<file path="config.mk">
export PLATFORM = sky130hd
export DESIGN_NAME = gpio_pin_event
export DESIGN_NICKNAME = d
export VERILOG_FILES = /design/src/rtl/pin_glitch_filter.v /design/src/rtl/gpio_pin_event.v
export VERILOG_INCLUDE_DIRS = /design/src /design/src/rtl
export SDC_FILE = /design/constraint.sdc
export NUM_CORES = 2
export LEC_CHECK = 0
export BUFFER_PORTS_ARGS = -buffer_cell sky130_fd_sc_hd__buf_2
export CORE_MARGIN = 2
export CORE_UTILIZATION = 55
export CTS_CLUSTER_SIZE = 25
export DETAILED_ROUTE_END_ITERATION = 7
export MAX_ROUTING_LAYER = met4
export PLACE_DENSITY = 0.8
export SYNTH_ARGS = -nofsm -noshare
export SYNTH_HDL_FRONTEND = slang
export SYNTH_SLANG_ARGS = --single-unit
</file>
<file path="constraint.sdc">
create_clock -name clock_i -period 1.9 [get_ports clock_i]
set_input_delay 0.19 -clock clock_i [delete_from_list [all_inputs] [get_ports clock_i]]
set_output_delay 0.19 -clock clock_i [all_outputs]
set_load 0.05 [all_outputs]
</file>
<file path="src/rtl/gpio_evt_defs.vh">
`ifndef GPIO_EVT_DEFS_VH
`define GPIO_EVT_DEFS_VH

// Register word offsets within one port, byte addresses
`define OFS_OWNERSHIP     8'h00
`define OFS_FUNC_LOW      8'h10
`define OFS_FUNC_HIGH     8'h20
`define OFS_DRIVER_ON     8'h40
`define OFS_OUT_LEVEL     8'h50
`define OFS_PIN_VALUE     8'h60
`define OFS_PULLUP        8'h70
`define OFS_IRQ_ENABLE    8'h90
`define OFS_KIND_LOW      8'ha0
`define OFS_KIND_HIGH     8'hb0
`define OFS_FILTER_EN     8'hc0
`define OFS_EVENT_FLAGS   8'hd0
`define OFS_EVENT_CLEAR   8'hd8
`define OFS_IRQ_STATUS    8'he0
`define OFS_IRQ_MASK      8'he4
// Port select bit within the byte address
`define PORT_SEL_BIT      9
// Access sub-word: 0 write, 1 set, 2 clear, 3 toggle
`define ACC_WRITE         2'h0
`define ACC_SET           2'h1
`define ACC_CLEAR         2'h2
`define ACC_TOGGLE        2'h3
// Reset values
`define RST_ZERO          32'h00000000
`define RST_PORT0_OWN     32'hffffffff
`define RST_PORT0_FLAGS   32'hffffffff
`define RST_PORT1_OWN     32'h00000fff
`define RST_PORT1_FLAGS   32'h00000fff
// Event kinds
`define KIND_CHANGE       2'h0
`define KIND_RISE         2'h1
`define KIND_FALL         2'h2
// Summary status bit positions
`define STAT_PORT0        0
`define STAT_PORT1        1
// Filter length in module clocks
`define FILTER_CYCLES     3

`endif

</file>
<file path="src/rtl/pin_glitch_filter.v">
`timescale 1ns/1ps
// Per-pin filter: output follows input only after it held steady
module pin_glitch_filter #(
  parameter WIDTH  = 32,
  parameter CYCLES = 3
) (
  input  wire             clock_i,
  input  wire             arst_n_i,
  input  wire [WIDTH-1:0] pin_i,
  input  wire [WIDTH-1:0] enable_i,
  output wire [WIDTH-1:0] pin_o
);

  reg  [WIDTH-1:0] stable_reg;
  reg  [1:0]       count_reg [0:WIDTH-1];
  reg  [WIDTH-1:0] raw_reg;
  integer          k;

  // Raw sample taken every cycle; bypass path uses it directly
  always @(posedge clock_i or negedge arst_n_i) begin
    if (!arst_n_i) begin
      raw_reg <= {WIDTH{1'b0}};
      stable_reg <= {WIDTH{1'b0}};
      for (k = 0; k < WIDTH; k = k + 1)
        count_reg[k] <= 2'h0;
    end else begin
      raw_reg <= pin_i;
      for (k = 0; k < WIDTH; k = k + 1) begin
        if (raw_reg[k] == stable_reg[k]) begin
          count_reg[k] <= 2'h0;
        end else if (count_reg[k] == CYCLES[1:0] - 2'h1) begin
          // Pulses shorter than CYCLES clocks never get here
          stable_reg[k] <= raw_reg[k];
          count_reg[k] <= 2'h0;
        end else begin
          count_reg[k] <= count_reg[k] + 2'h1;
        end
      end
    end
  end

  // Filtered or raw per pin
  assign pin_o = (enable_i & stable_reg) | (~enable_i & raw_reg);

endmodule

</file>
<file path="src/rtl/gpio_pin_event.v">
// Design decision made here: the Avalon-MM slave port.
`timescale 1ns/1ps
`include "gpio_evt_defs.vh"
module gpio_pin_event #(
  parameter WIDTH = 32
) (
  input  wire             clock_i,
  input  wire             arst_n_i,
  input  wire [9:0]       avs_address_i,
  input  wire             avs_read_i,
  input  wire             avs_write_i,
  input  wire [31:0]      avs_writedata_i,
  output reg  [31:0]      avs_readdata_o,
  output reg              avs_waitrequest_o,
  input  wire [WIDTH-1:0] pin0_i,
  input  wire [WIDTH-1:0] pin1_i,
  output reg  [WIDTH-1:0] pin0_out_o,
  output reg  [WIDTH-1:0] pin0_oe_o,
  output reg  [WIDTH-1:0] pin0_pullup_o,
  output reg  [WIDTH-1:0] pin0_gpio_own_o,
  output reg  [WIDTH-1:0] pin0_func_low_o,
  output reg  [WIDTH-1:0] pin0_func_high_o,
  output reg  [WIDTH-1:0] pin1_out_o,
  output reg  [WIDTH-1:0] pin1_oe_o,
  output reg  [WIDTH-1:0] pin1_pullup_o,
  output reg  [WIDTH-1:0] pin1_gpio_own_o,
  output reg  [WIDTH-1:0] pin1_func_low_o,
  output reg  [WIDTH-1:0] pin1_func_high_o,
  output reg  [WIDTH-1:0] pin0_irq_o,
  output reg  [WIDTH-1:0] pin1_irq_o,
  output reg              irq_o
);

  // Per-port register arrays, index 0 and 1
  reg  [WIDTH-1:0] port_ownership_enable [0:1];
  reg  [WIDTH-1:0] function_select_low   [0:1];
  reg  [WIDTH-1:0] function_select_high  [0:1];
  reg  [WIDTH-1:0] output_driver_on      [0:1];
  reg  [WIDTH-1:0] output_level          [0:1];
  reg  [WIDTH-1:0] pullup_on             [0:1];
  reg  [WIDTH-1:0] pin_irq_enable        [0:1];
  reg  [WIDTH-1:0] event_kind_low        [0:1];
  reg  [WIDTH-1:0] event_kind_high       [0:1];
  reg  [WIDTH-1:0] input_filter_enable   [0:1];
  reg  [WIDTH-1:0] pin_event_flags       [0:1];
  reg  [WIDTH-1:0] prev_level_reg        [0:1];
  reg  [1:0]       irq_status_reg;
  reg  [1:0]       irq_mask_reg;
  reg              ack_reg;
  wire [WIDTH-1:0] filt0;
  wire [WIDTH-1:0] filt1;
  wire [WIDTH-1:0] filt         [0:1];
  wire [WIDTH-1:0] detect       [0:1];
  wire [WIDTH-1:0] clear_mask   [0:1];
  wire             port_sel;
  wire [7:0]       word_ofs;
  wire [1:0]       acc_kind;
  wire             bus_write;
  wire [WIDTH-1:0] wdata;
  integer          p;

  assign port_sel  = avs_address_i[`PORT_SEL_BIT];
  assign word_ofs  = {avs_address_i[7:4], 4'h0};
  assign acc_kind  = avs_address_i[3:2];
  assign bus_write = avs_write_i & ack_reg; // Lands on the edge the answer is seen
  assign wdata     = avs_writedata_i[WIDTH-1:0];

  // Write, set, clear or toggle applied to one register
  function [WIDTH-1:0] apply_access;
    input [WIDTH-1:0] cur;
    input [WIDTH-1:0] val;
    input [1:0]       kind;
    begin
      case (kind)
        `ACC_WRITE:  apply_access = val;
        `ACC_SET:    apply_access = cur | val;
        `ACC_CLEAR:  apply_access = cur & ~val;
        `ACC_TOGGLE: apply_access = cur ^ val;
        default:     apply_access = cur;
      endcase
    end
  endfunction

  // Edge detection per kind; reserved kind detects nothing
  function [WIDTH-1:0] detect_kind;
    input [WIDTH-1:0] now;
    input [WIDTH-1:0] was;
    input [WIDTH-1:0] kl;
    input [WIDTH-1:0] kh;
    begin
      detect_kind = (~kh & ~kl & (now ^ was))
                  | (~kh &  kl & now & ~was)
                  | ( kh & ~kl & ~now & was);
    end
  endfunction

  // One filter per port, filtered before edge detection
  pin_glitch_filter #(
    .WIDTH  (WIDTH),
    .CYCLES (`FILTER_CYCLES)
  ) u_filt0 (
    .clock_i  (clock_i),
    .arst_n_i (arst_n_i),
    .pin_i    (pin0_i),
    .enable_i (input_filter_enable[0]),
    .pin_o    (filt0)
  );

  pin_glitch_filter #(
    .WIDTH  (WIDTH),
    .CYCLES (`FILTER_CYCLES)
  ) u_filt1 (
    .clock_i  (clock_i),
    .arst_n_i (arst_n_i),
    .pin_i    (pin1_i),
    .enable_i (input_filter_enable[1]),
    .pin_o    (filt1)
  );

  assign filt[0] = filt0;
  assign filt[1] = filt1;

  // Detection gated by enable so disabled pins stay silent
  genvar g;
  generate
    for (g = 0; g < 2; g = g + 1) begin : port_logic
      assign detect[g] = pin_irq_enable[g] &
                         detect_kind(filt[g], prev_level_reg[g],
                                     event_kind_low[g], event_kind_high[g]);
      assign clear_mask[g] = (bus_write && port_sel == g
                              && word_ofs == `OFS_EVENT_FLAGS
                              && avs_address_i[3:2] == 2'h2) ? wdata : {WIDTH{1'b0}};
    end
  endgenerate

  // Register bank; single cycle wait then answer
  always @(posedge clock_i or negedge arst_n_i) begin
    if (!arst_n_i) begin
      port_ownership_enable[0] <= `RST_PORT0_OWN;
      port_ownership_enable[1] <= `RST_PORT1_OWN;
      pin_event_flags[0]       <= `RST_PORT0_FLAGS;
      pin_event_flags[1]       <= `RST_PORT1_FLAGS;
      for (p = 0; p < 2; p = p + 1) begin
        function_select_low[p]  <= `RST_ZERO;
        function_select_high[p] <= `RST_ZERO;
        output_driver_on[p]     <= `RST_ZERO;
        output_level[p]         <= `RST_ZERO;
        pullup_on[p]            <= `RST_ZERO;
        pin_irq_enable[p]       <= `RST_ZERO;
        event_kind_low[p]       <= `RST_ZERO;
        event_kind_high[p]      <= `RST_ZERO;
        input_filter_enable[p]  <= `RST_ZERO;
        prev_level_reg[p]       <= `RST_ZERO;
      end
      irq_status_reg <= 2'h0;
      irq_mask_reg   <= 2'h0;
      ack_reg        <= 1'b0;
    end else begin
      ack_reg <= (avs_read_i | avs_write_i) & ~ack_reg;
      for (p = 0; p < 2; p = p + 1) begin
        prev_level_reg[p] <= filt[p];
        // Set beats clear in the same cycle; reading zero is exact
        pin_event_flags[p] <= (pin_event_flags[p] & ~clear_mask[p])
                              | detect[p];
      end
      if (bus_write && word_ofs != `OFS_EVENT_FLAGS) begin
        case (word_ofs)
          `OFS_OWNERSHIP: port_ownership_enable[port_sel] <=
            apply_access(port_ownership_enable[port_sel], wdata, acc_kind);
          `OFS_FUNC_LOW: function_select_low[port_sel] <=
            apply_access(function_select_low[port_sel], wdata, acc_kind);
          `OFS_FUNC_HIGH: function_select_high[port_sel] <=
            apply_access(function_select_high[port_sel], wdata, acc_kind);
          `OFS_DRIVER_ON: output_driver_on[port_sel] <=
            apply_access(output_driver_on[port_sel], wdata, acc_kind);
          `OFS_OUT_LEVEL: output_level[port_sel] <=
            apply_access(output_level[port_sel], wdata, acc_kind);
          `OFS_PULLUP: pullup_on[port_sel] <=
            apply_access(pullup_on[port_sel], wdata, acc_kind);
          `OFS_IRQ_ENABLE: pin_irq_enable[port_sel] <=
            apply_access(pin_irq_enable[port_sel], wdata, acc_kind);
          `OFS_KIND_LOW: event_kind_low[port_sel] <=
            apply_access(event_kind_low[port_sel], wdata, acc_kind);
          `OFS_KIND_HIGH: event_kind_high[port_sel] <=
            apply_access(event_kind_high[port_sel], wdata, acc_kind);
          // Spurious events possible if changed with interrupt on
          `OFS_FILTER_EN: input_filter_enable[port_sel] <=
            apply_access(input_filter_enable[port_sel], wdata, acc_kind);
          default: ;
        endcase
      end
      // Summary status: per-port event sticky, write one to clear, set wins
      irq_status_reg[`STAT_PORT0] <= (|detect[0]) |
        (irq_status_reg[`STAT_PORT0] &
         ~(bus_write && avs_address_i[7:0] == `OFS_IRQ_STATUS
           && avs_writedata_i[`STAT_PORT0]));
      irq_status_reg[`STAT_PORT1] <= (|detect[1]) |
        (irq_status_reg[`STAT_PORT1] &
         ~(bus_write && avs_address_i[7:0] == `OFS_IRQ_STATUS
           && avs_writedata_i[`STAT_PORT1]));
      if (bus_write && avs_address_i[7:0] == `OFS_IRQ_MASK)
        irq_mask_reg <= avs_writedata_i[1:0];
    end
  end

  // Read mux, registered; unmapped reads return zero
  always @(posedge clock_i or negedge arst_n_i) begin
    if (!arst_n_i) begin
      avs_readdata_o <= 32'h00000000;
    end else if (avs_read_i && !ack_reg) begin
      avs_readdata_o <= 32'h00000000;
      case (avs_address_i[7:0] & 8'hf0)
        `OFS_OWNERSHIP:  avs_readdata_o[WIDTH-1:0] <= port_ownership_enable[port_sel];
        `OFS_FUNC_LOW:   avs_readdata_o[WIDTH-1:0] <= function_select_low[port_sel];
        `OFS_FUNC_HIGH:  avs_readdata_o[WIDTH-1:0] <= function_select_high[port_sel];
        `OFS_DRIVER_ON:  avs_readdata_o[WIDTH-1:0] <= output_driver_on[port_sel];
        `OFS_OUT_LEVEL:  avs_readdata_o[WIDTH-1:0] <= output_level[port_sel];
        // Level visible only where owned or interrupt enabled
        `OFS_PIN_VALUE:  avs_readdata_o[WIDTH-1:0] <= filt[port_sel] &
          (port_ownership_enable[port_sel] | pin_irq_enable[port_sel]);
        `OFS_PULLUP:     avs_readdata_o[WIDTH-1:0] <= pullup_on[port_sel];
        `OFS_IRQ_ENABLE: avs_readdata_o[WIDTH-1:0] <= pin_irq_enable[port_sel];
        `OFS_KIND_LOW:   avs_readdata_o[WIDTH-1:0] <= event_kind_low[port_sel];
        `OFS_KIND_HIGH:  avs_readdata_o[WIDTH-1:0] <= event_kind_high[port_sel];
        `OFS_FILTER_EN:  avs_readdata_o[WIDTH-1:0] <= input_filter_enable[port_sel];
        // Raw flags; only bits with interrupt enabled are trustworthy
        `OFS_EVENT_FLAGS: avs_readdata_o[WIDTH-1:0] <= pin_event_flags[port_sel];
        8'he0: begin
          if (avs_address_i[7:0] == `OFS_IRQ_STATUS)
            avs_readdata_o[1:0] <= irq_status_reg;
          else if (avs_address_i[7:0] == `OFS_IRQ_MASK)
            avs_readdata_o[1:0] <= irq_mask_reg;
        end
        default: avs_readdata_o <= 32'h00000000;
      endcase
    end
  end

  // Wait until ack cycle; outputs all from flops
  always @(posedge clock_i or negedge arst_n_i) begin
    if (!arst_n_i) begin
      avs_waitrequest_o <= 1'b1;
      pin0_out_o <= `RST_ZERO;
      pin0_oe_o <= `RST_ZERO;
      pin0_pullup_o <= `RST_ZERO;
      pin0_gpio_own_o <= `RST_PORT0_OWN;
      pin0_func_low_o <= `RST_ZERO;
      pin0_func_high_o <= `RST_ZERO;
      pin1_out_o <= `RST_ZERO;
      pin1_oe_o <= `RST_ZERO;
      pin1_pullup_o <= `RST_ZERO;
      pin1_gpio_own_o <= `RST_PORT1_OWN;
      pin1_func_low_o <= `RST_ZERO;
      pin1_func_high_o <= `RST_ZERO;
      pin0_irq_o <= `RST_ZERO;
      pin1_irq_o <= `RST_ZERO;
      irq_o <= 1'b0;
    end else begin
      avs_waitrequest_o <= ~((avs_read_i | avs_write_i) & ~ack_reg);
      // Drivers follow port regs; mux outside uses func bits
      pin0_out_o <= output_level[0];
      pin0_oe_o <= output_driver_on[0] & port_ownership_enable[0];
      pin0_pullup_o <= pullup_on[0];
      pin0_gpio_own_o <= port_ownership_enable[0];
      pin0_func_low_o <= function_select_low[0];
      pin0_func_high_o <= function_select_high[0];
      pin1_out_o <= output_level[1];
      pin1_oe_o <= output_driver_on[1] & port_ownership_enable[1];
      pin1_pullup_o <= pullup_on[1];
      pin1_gpio_own_o <= port_ownership_enable[1];
      pin1_func_low_o <= function_select_low[1];
      pin1_func_high_o <= function_select_high[1];
      pin0_irq_o <= pin_event_flags[0] & pin_irq_enable[0];
      pin1_irq_o <= pin_event_flags[1] & pin_irq_enable[1];
      irq_o <= |(irq_status_reg & irq_mask_reg);
    end
  end

endmodule

</file>
# ---- Word level (Yosys, flattened, before mapping)
# Cells that the tools add are included.
# Widths: inputs -> output; s select.
dict set report word_totals {
  regBits 1511
  latch_bits 0
  mem_bits_rw 0
  romBits 0
  in_bits 110
  out_inout_bits 482
  elab_cells 852
  memories 0
}
dict set report classes {
  add_sub_neg 64
  multipliers 0
  n_div 0
  n_lt_le_gt_ge 2
  eq_ne 146
  shifts 0
  muxes 212
  bitwise_logic 161
  reduce_logical 93
}
# cell n
set ops {}
lappend ops {{$mux 32} 59}
lappend ops {{$pmux 32 s4} 10}
lappend ops {{$and 32x32->32} 39}
lappend ops {{$bwmux 64} 10}
lappend ops {{$or 32x32->32} 19}
lappend ops {{$not 32->32} 13}
lappend ops {{$xor 32x32->32} 12}
lappend ops {{$pmux 30 s12} 1}
lappend ops {{$mux 2} 130}
lappend ops {{$reduce_and 2->1} 74}
lappend ops {{$eq 2x2->1 const B} 66}
lappend ops {{$add 2x1->2 const B} 64}
lappend ops {{$not 1->1} 69}
lappend ops {{$eq 1x1->1} 64}
lappend ops {{$reduce_or 32->1} 2}
lappend ops {{$demux 32 s1} 1}
lappend ops {{$pmux 2 s13} 1}
lappend ops {{$eq 4x4->1 const B} 6}
lappend ops {{$eq 4x3->1 const B} 4}
lappend ops {{$eq 8x8->1 const B} 2}
lappend ops {{$logic_and 1x1->1} 13}
lappend ops {{$logic_not 8->1} 1}
lappend ops {{$and 1x1->1} 4}
lappend ops {{$eq 4x1->1 const B} 1}
lappend ops {{other kinds (11)} 13}

# ---- Depth between registers and ports, before layout
dict set report logic_depth {
  ltp_word 10
  mapped_depth 11
  mapped_depth_nobuf 7
}

# ---- Cells and area by module
# A second synthesis with hierarchy kept.
dict set report hier_totals {
  hier_cells 7601
  area_unflattened_um2 76069.2
}
# mod n_inst cells_each area_each_um2 seq_area_each_um2
set modules_own_cells {}
lappend modules_own_cells {gpio_pin_event 1 6961 65874.4 31571.5}
lappend modules_own_cells {{pin_glitch_filter at u_filt1} 1 320 5104.9 3203.1}
lappend modules_own_cells {{pin_glitch_filter at u_filt0} 1 320 5089.9 3203.1}

# ---- Least setup slack after synthesis
# OpenSTA, ideal clock, no wires.
dict set report synth_path {
  kind {flip-flop to flip-flop}
  startpoint {reg input_filter_enable[57] in the netlist's numbering}
  endpoint {reg irq_status_reg[0]}
  setup_time_ns 0.139
  arrival_time_ns 1.949
  required_time_ns 1.761
  setup_slack_ns -0.187
  stages_incl_launch_ff 6
  path_buffers 0
  synth_period_minus_slack_ns 2.087
  path_cell_list {dfrtp_1 -> mux2_4 -> mux2_4 -> a2111oi_2 -> nand4_1 -> or4_1}
}
dict set report synth_via {
  elab_chain_len 10
  elab_cells_between_ends 16
  cone_classes {bitwise: 15; reduce/logical: 1}
}
# item line
set synth_rtl {}
lappend synth_rtl {{start: declaration} gpio_pin_event.v:44} ;# reg [WIDTH-1:0] input_filter_enable [0:1];
lappend synth_rtl {{start signal: indexed assignment} gpio_pin_event.v:152} ;# input_filter_enable[p] <= `RST_ZERO;
lappend synth_rtl {{start signal: indexed assignment} gpio_pin_event.v:187} ;# `OFS_FILTER_EN: input_filter_enable[port_sel] <=
lappend synth_rtl {{$not 32->32} pin_glitch_filter.v:43} ;# assign pin_o = (enable_i & stable_reg) | (~enable_i & raw_reg);
lappend synth_rtl {{$and 32x32->32} pin_glitch_filter.v:43}
lappend synth_rtl {{$or 32x32->32 *} pin_glitch_filter.v:43}
lappend synth_rtl {{named net filt0[25]} gpio_pin_event.v:50} ;# wire [WIDTH-1:0] filt0;
lappend synth_rtl {{$xor 32x32->32 (tied with other cells)} gpio_pin_event.v:91} ;# detect_kind = (~kh & ~kl & (now ^ was))
lappend synth_rtl {{$and 32x32->32, on equally long branches} {gpio_pin_event.v:91, gpio_pin_event.v:92, gpio_pin_event.v:93}}
lappend synth_rtl {{$or 32x32->32 or $and 32x32->32 (tied branches)} {gpio_pin_event.v:92, gpio_pin_event.v:93}}
lappend synth_rtl {{$or 32x32->32 *} gpio_pin_event.v:93} ;# | ( kh & ~kl & ~now & was);
lappend synth_rtl {{$and 32x32->32 *} gpio_pin_event.v:127} ;# assign detect[g] = pin_irq_enable[g] &
lappend synth_rtl {{$reduce_or 32->1 *} gpio_pin_event.v:193} ;# irq_status_reg[`STAT_PORT0] <= (|detect[0]) |
lappend synth_rtl {{$or 1x1->1 *} gpio_pin_event.v:193}
lappend synth_rtl {{end signal: indexed assignment} gpio_pin_event.v:193}
lappend synth_rtl {{end signal: indexed assignment} gpio_pin_event.v:197} ;# irq_status_reg[`STAT_PORT1] <= (|detect[1]) |
lappend synth_rtl {{end: declaration} gpio_pin_event.v:47} ;# reg [1:0] irq_status_reg;
# The timed path passes the listed nets; every way through them passes the cells marked *.
# A chain may end at the register's enable or synchronous reset.

# ---- Worst setup path in the final report
dict set report layout_path {
  startpoint {reg input_filter_enable[16] in the netlist's numbering}
  endpoint {reg irq_status_reg[1]}
}
dict set report layout_via {
  elab_chain_len 10
  elab_cells_between_ends 16
  cone_classes {bitwise: 15; reduce/logical: 1}
}
# item line
set layout_rtl {}
lappend layout_rtl {{$not 32->32} pin_glitch_filter.v:43}
lappend layout_rtl {{$and 32x32->32} pin_glitch_filter.v:43}
lappend layout_rtl {{$or 32x32->32 *} pin_glitch_filter.v:43}
lappend layout_rtl {{$xor 32x32->32 (tied with other cells)} gpio_pin_event.v:91}
lappend layout_rtl {{$and 32x32->32, on equally long branches} {gpio_pin_event.v:91, gpio_pin_event.v:92, gpio_pin_event.v:93}}
lappend layout_rtl {{$or 32x32->32 or $and 32x32->32 (tied branches)} {gpio_pin_event.v:92, gpio_pin_event.v:93}}
lappend layout_rtl {{$or 32x32->32 *} gpio_pin_event.v:93}
lappend layout_rtl {{$and 32x32->32 *} gpio_pin_event.v:127}
lappend layout_rtl {{$reduce_or 32->1 *} gpio_pin_event.v:197}
lappend layout_rtl {{$or 1x1->1 *} gpio_pin_event.v:197}
# Every way passes the cells marked *; elsewhere a longest branch is shown, timed or not.

==> results.sh <==
export IMPL_maxCapViolations=0
export IMPL_cts_clk_slew_worst_paths_ns=0.06
export IMPL_max_stage_delay_ns=0.52
export IMPL_cts_made_buffers=157
export IMPL_status="finished with violations"
export IMPL_p_leak_nw=49.3
export IMPL_routed_via_density=6.02
export IMPL_finalNonFillerCells=11062
export IMPL_crit_fanout=3
export IMPL_synthFlopType="dfrtp_1"
export IMPL_gp_congestion=1.05
export IMPL_crit_path_start_kind="flop"
export IMPL_dp_hpwl_um=207000
export IMPL_wl_per_cell_um=25.3
export IMPL_rsz0062_at_grt="true"
export IMPL_synthArstFlopShare_pct=100
export IMPL_final_net_count=9882
export IMPL_portBuffers=590
export IMPL_die_area_um2=140000
export IMPL_dp_slack_ns=-0.701
export IMPL_fin_area_um2=96400
export IMPL_cts_tree="built"
export IMPL_violations="DRC, setup timing"
export IMPL_vias=66597
export IMPL_fin_hold_ws_ns=0.0425
export IMPL_drt_iter0_drc=8309
export IMPL_final_hold_viol_count=0
export IMPL_grt_max_degree=143
export IMPL_synth_top_area_share_pct=45.9
export IMPL_slew_headroom_pct=17.3
export IMPL_slew_violations=0
export IMPL_yosys_area_top_type="dfrtp_1"
export IMPL_crit_path_cell_trace="mux2i_1, mux2_2, a22oi_1, nand3_2, or4_1"
export IMPL_grtUsageTotal_pct=40.7
export IMPL_die_x_um=374
export IMPL_syn_avg_cell_area_um2=9.95
export IMPL_ys_seq_area_share_pct=50.6
export IMPL_place_area_um2=89100
export IMPL_core_area_um2=135000
export IMPL_ctsRootBufferMaster="clkbuf_16"
export IMPL_grt_pass1_vias=64097
export IMPL_synth_area_leaders="dfrtp_1, ha_1, a21oi_1"
export IMPL_fp_dieH_um=374
export IMPL_crit_arrival_ns=2.97
export IMPL_synth_cells=7549
export IMPL_final_util_pct=71.2
export IMPL_routed_wl_um=280000
export IMPL_pwr_density_cell_nw_per_um2=1150
export IMPL_fin_ws_ns=-0.381
export IMPL_critical_path_class="reg -> reg"
export IMPL_cp_end_kind="flop"
export IMPL_syn_area_um2=75100
export IMPL_max_freq_mhz=438
export IMPL_drtAntennaViolNets=0
export IMPL_yosys_warnings=0
export IMPL_cts_sinks=1511
export IMPL_clkLatencyLatePin_ns=0.84
export IMPL_antenna_found_initial=21
export IMPL_post_route_drc_count=1
export IMPL_grt_pass1_wl_um=410000
export IMPL_cts_max_level=4
export IMPL_rows=135
export IMPL_boundaryPins=592
export IMPL_placed_cells=10612
export IMPL_yosysMostFrequentCell="dfrtp_1"
export IMPL_yosys_top_cells_count="dfrtp_1, a21oi_1, nand2_1, nor2_1, ha_1"
export IMPL_synth_nets=8299
export IMPL_grt_overflow_total=0
export IMPL_skew_ns=0.0432
export IMPL_clockBufferDepth=3
export IMPL_synth_ff_latch_count=1511
export IMPL_slowest_stage="or4_1"
export IMPL_critPathRequiredTime_ns=2.59
export IMPL_dr_pass1_iters=8
export IMPL_ys_types=57
export IMPL_finalPower_mw=111
export IMPL_min_period_ns=2.28
export IMPL_fin_tns_setup_ns=-0.771
export IMPL_tightest_slew_ns=1.24
export IMPL_irDropWorstVdd_v=0.00110
export IMPL_finalSetupViolCount=4
export IMPL_timing_final_crit_share_pct=120
export IMPL_drive_gt1_share_pct=26.1
export IMPL_syn_to_final_growth_pct=28.4
export IMPL_initial_core_util_pct=55.4
export IMPL_synth_edf_count=0
export IMPL_hold_class="in -> reg"
-- logic make-up (layout without fill, tap and decap cells) --
logic type	Yosys count	in the layout	synth area share [%]
AND/OR/NAND/NOR	2124	2124	12.8
XOR/XNOR	64	64	0.746
AO/OA/AOI/OAI	1852	1852	13.4
other	0	18	0
adder cells (fa/ha/maj)	640	640	10.7
multiplexers	545	545	7.52
buffers and inverters	813	2527	4.24
flip-flops	1511	1511	50.6
-- timing repair --
action	4_1_cts	5_1_grt
buffers inserted	4	8
gates cloned	1	2
endpoints found under the setup margin	43	172
pin swaps	6	24
gates resized for setup	33	92
hold buffers	128	0
hold endpoints to repair	1534	0
-- worst max-delay path: cells and delay by family, from the launching register on --
kind	cells	cell delay, ns
muxes	2	0.85
and+or+nand+nor	2	0.68
AOI/OAI and AO/OA	1	0.25
DFF	1	0.38
-- routing by layer --
layer | wire length [µm] | share of wire [%] | vias up | track usage [%]
li1 | - | - | 28972 | -
met1 | 114000 | 41 | 32757 | 56.1
met2 | 112000 | 40 | 4222 | 53.1
met3 | 43000 | 15 | 646 | 16.6
met4 | 11900 | 4.2 | 0 | 15.6
met5 | 0 | 0 | - | -
-- cell usage in the layout (no fill, tap or decap), types with 64 or more instances in the layout --
| master | n |
|---|---|
| clkbuf_16 | 161 |
| inv_1 | 380 |
| o21ai_0 | 617 |
| ha_1 | 638 |
| a21oi_1 | 849 |
| xnor2_1 | 64 |
| nor3_1 | 160 |
| mux2i_1 | 372 |
| nor2_1 | 706 |
| o22ai_1 | 132 |
| mux2_2 | 129 |
| dfstp_2 | 133 |
| buf_4 | 984 |
| buf_2 | 580 |
| nor3b_1 | 77 |
| nand2_1 | 779 |
| and2_1 | 129 |
| buf_12 | 150 |
| dlygate4sd3_1 | 127 |
| dfrtp_1 | 1372 |
-- where the power goes --
| group | switching, mW | internal, mW | total (mW) |
|---|---|---|---|
| logic | 20.1 | 13.2 | 33.3 |
| clock network | 13.7 | 18.9 | 32.6 |
| registers | 5.49 | 39.1 | 44.6 |
| total | 39.3 | 71.2 | 111 |
-- final cells by class --
cell class              count  area [µm²]
diodes                     18        45.0
clock buffers             223        4490
clock inverters            67         940
fillers                  9573       39000
inverters                 387        1450
multi-input cells        5225       34600
flip-flops and latches   1511       38000
well taps                1781        2230
repair buffers           1850       14700
-- worst paths after layout --
path,start,end,slack (ns),cells after the start
worst max-delay path,input_filter_enable[16],irq_status_reg[1],-0.38,5
worst min-delay path,pin1_i[26],u_filt1.raw_reg[26],0.04,2
worst max register to register,input_filter_enable[16],irq_status_reg[1],-0.38,5
worst min register to register,port_ownership_enable[55],pin0_gpio_own_o[23],0.38,0
max in group asynchronous,arst_n_i,pin0_gpio_own_o[7],1.14,4
min in group asynchronous,arst_n_i,pin_event_flags[60],0.08,2
Note: power is estimated with default switching activity, not from simulation.
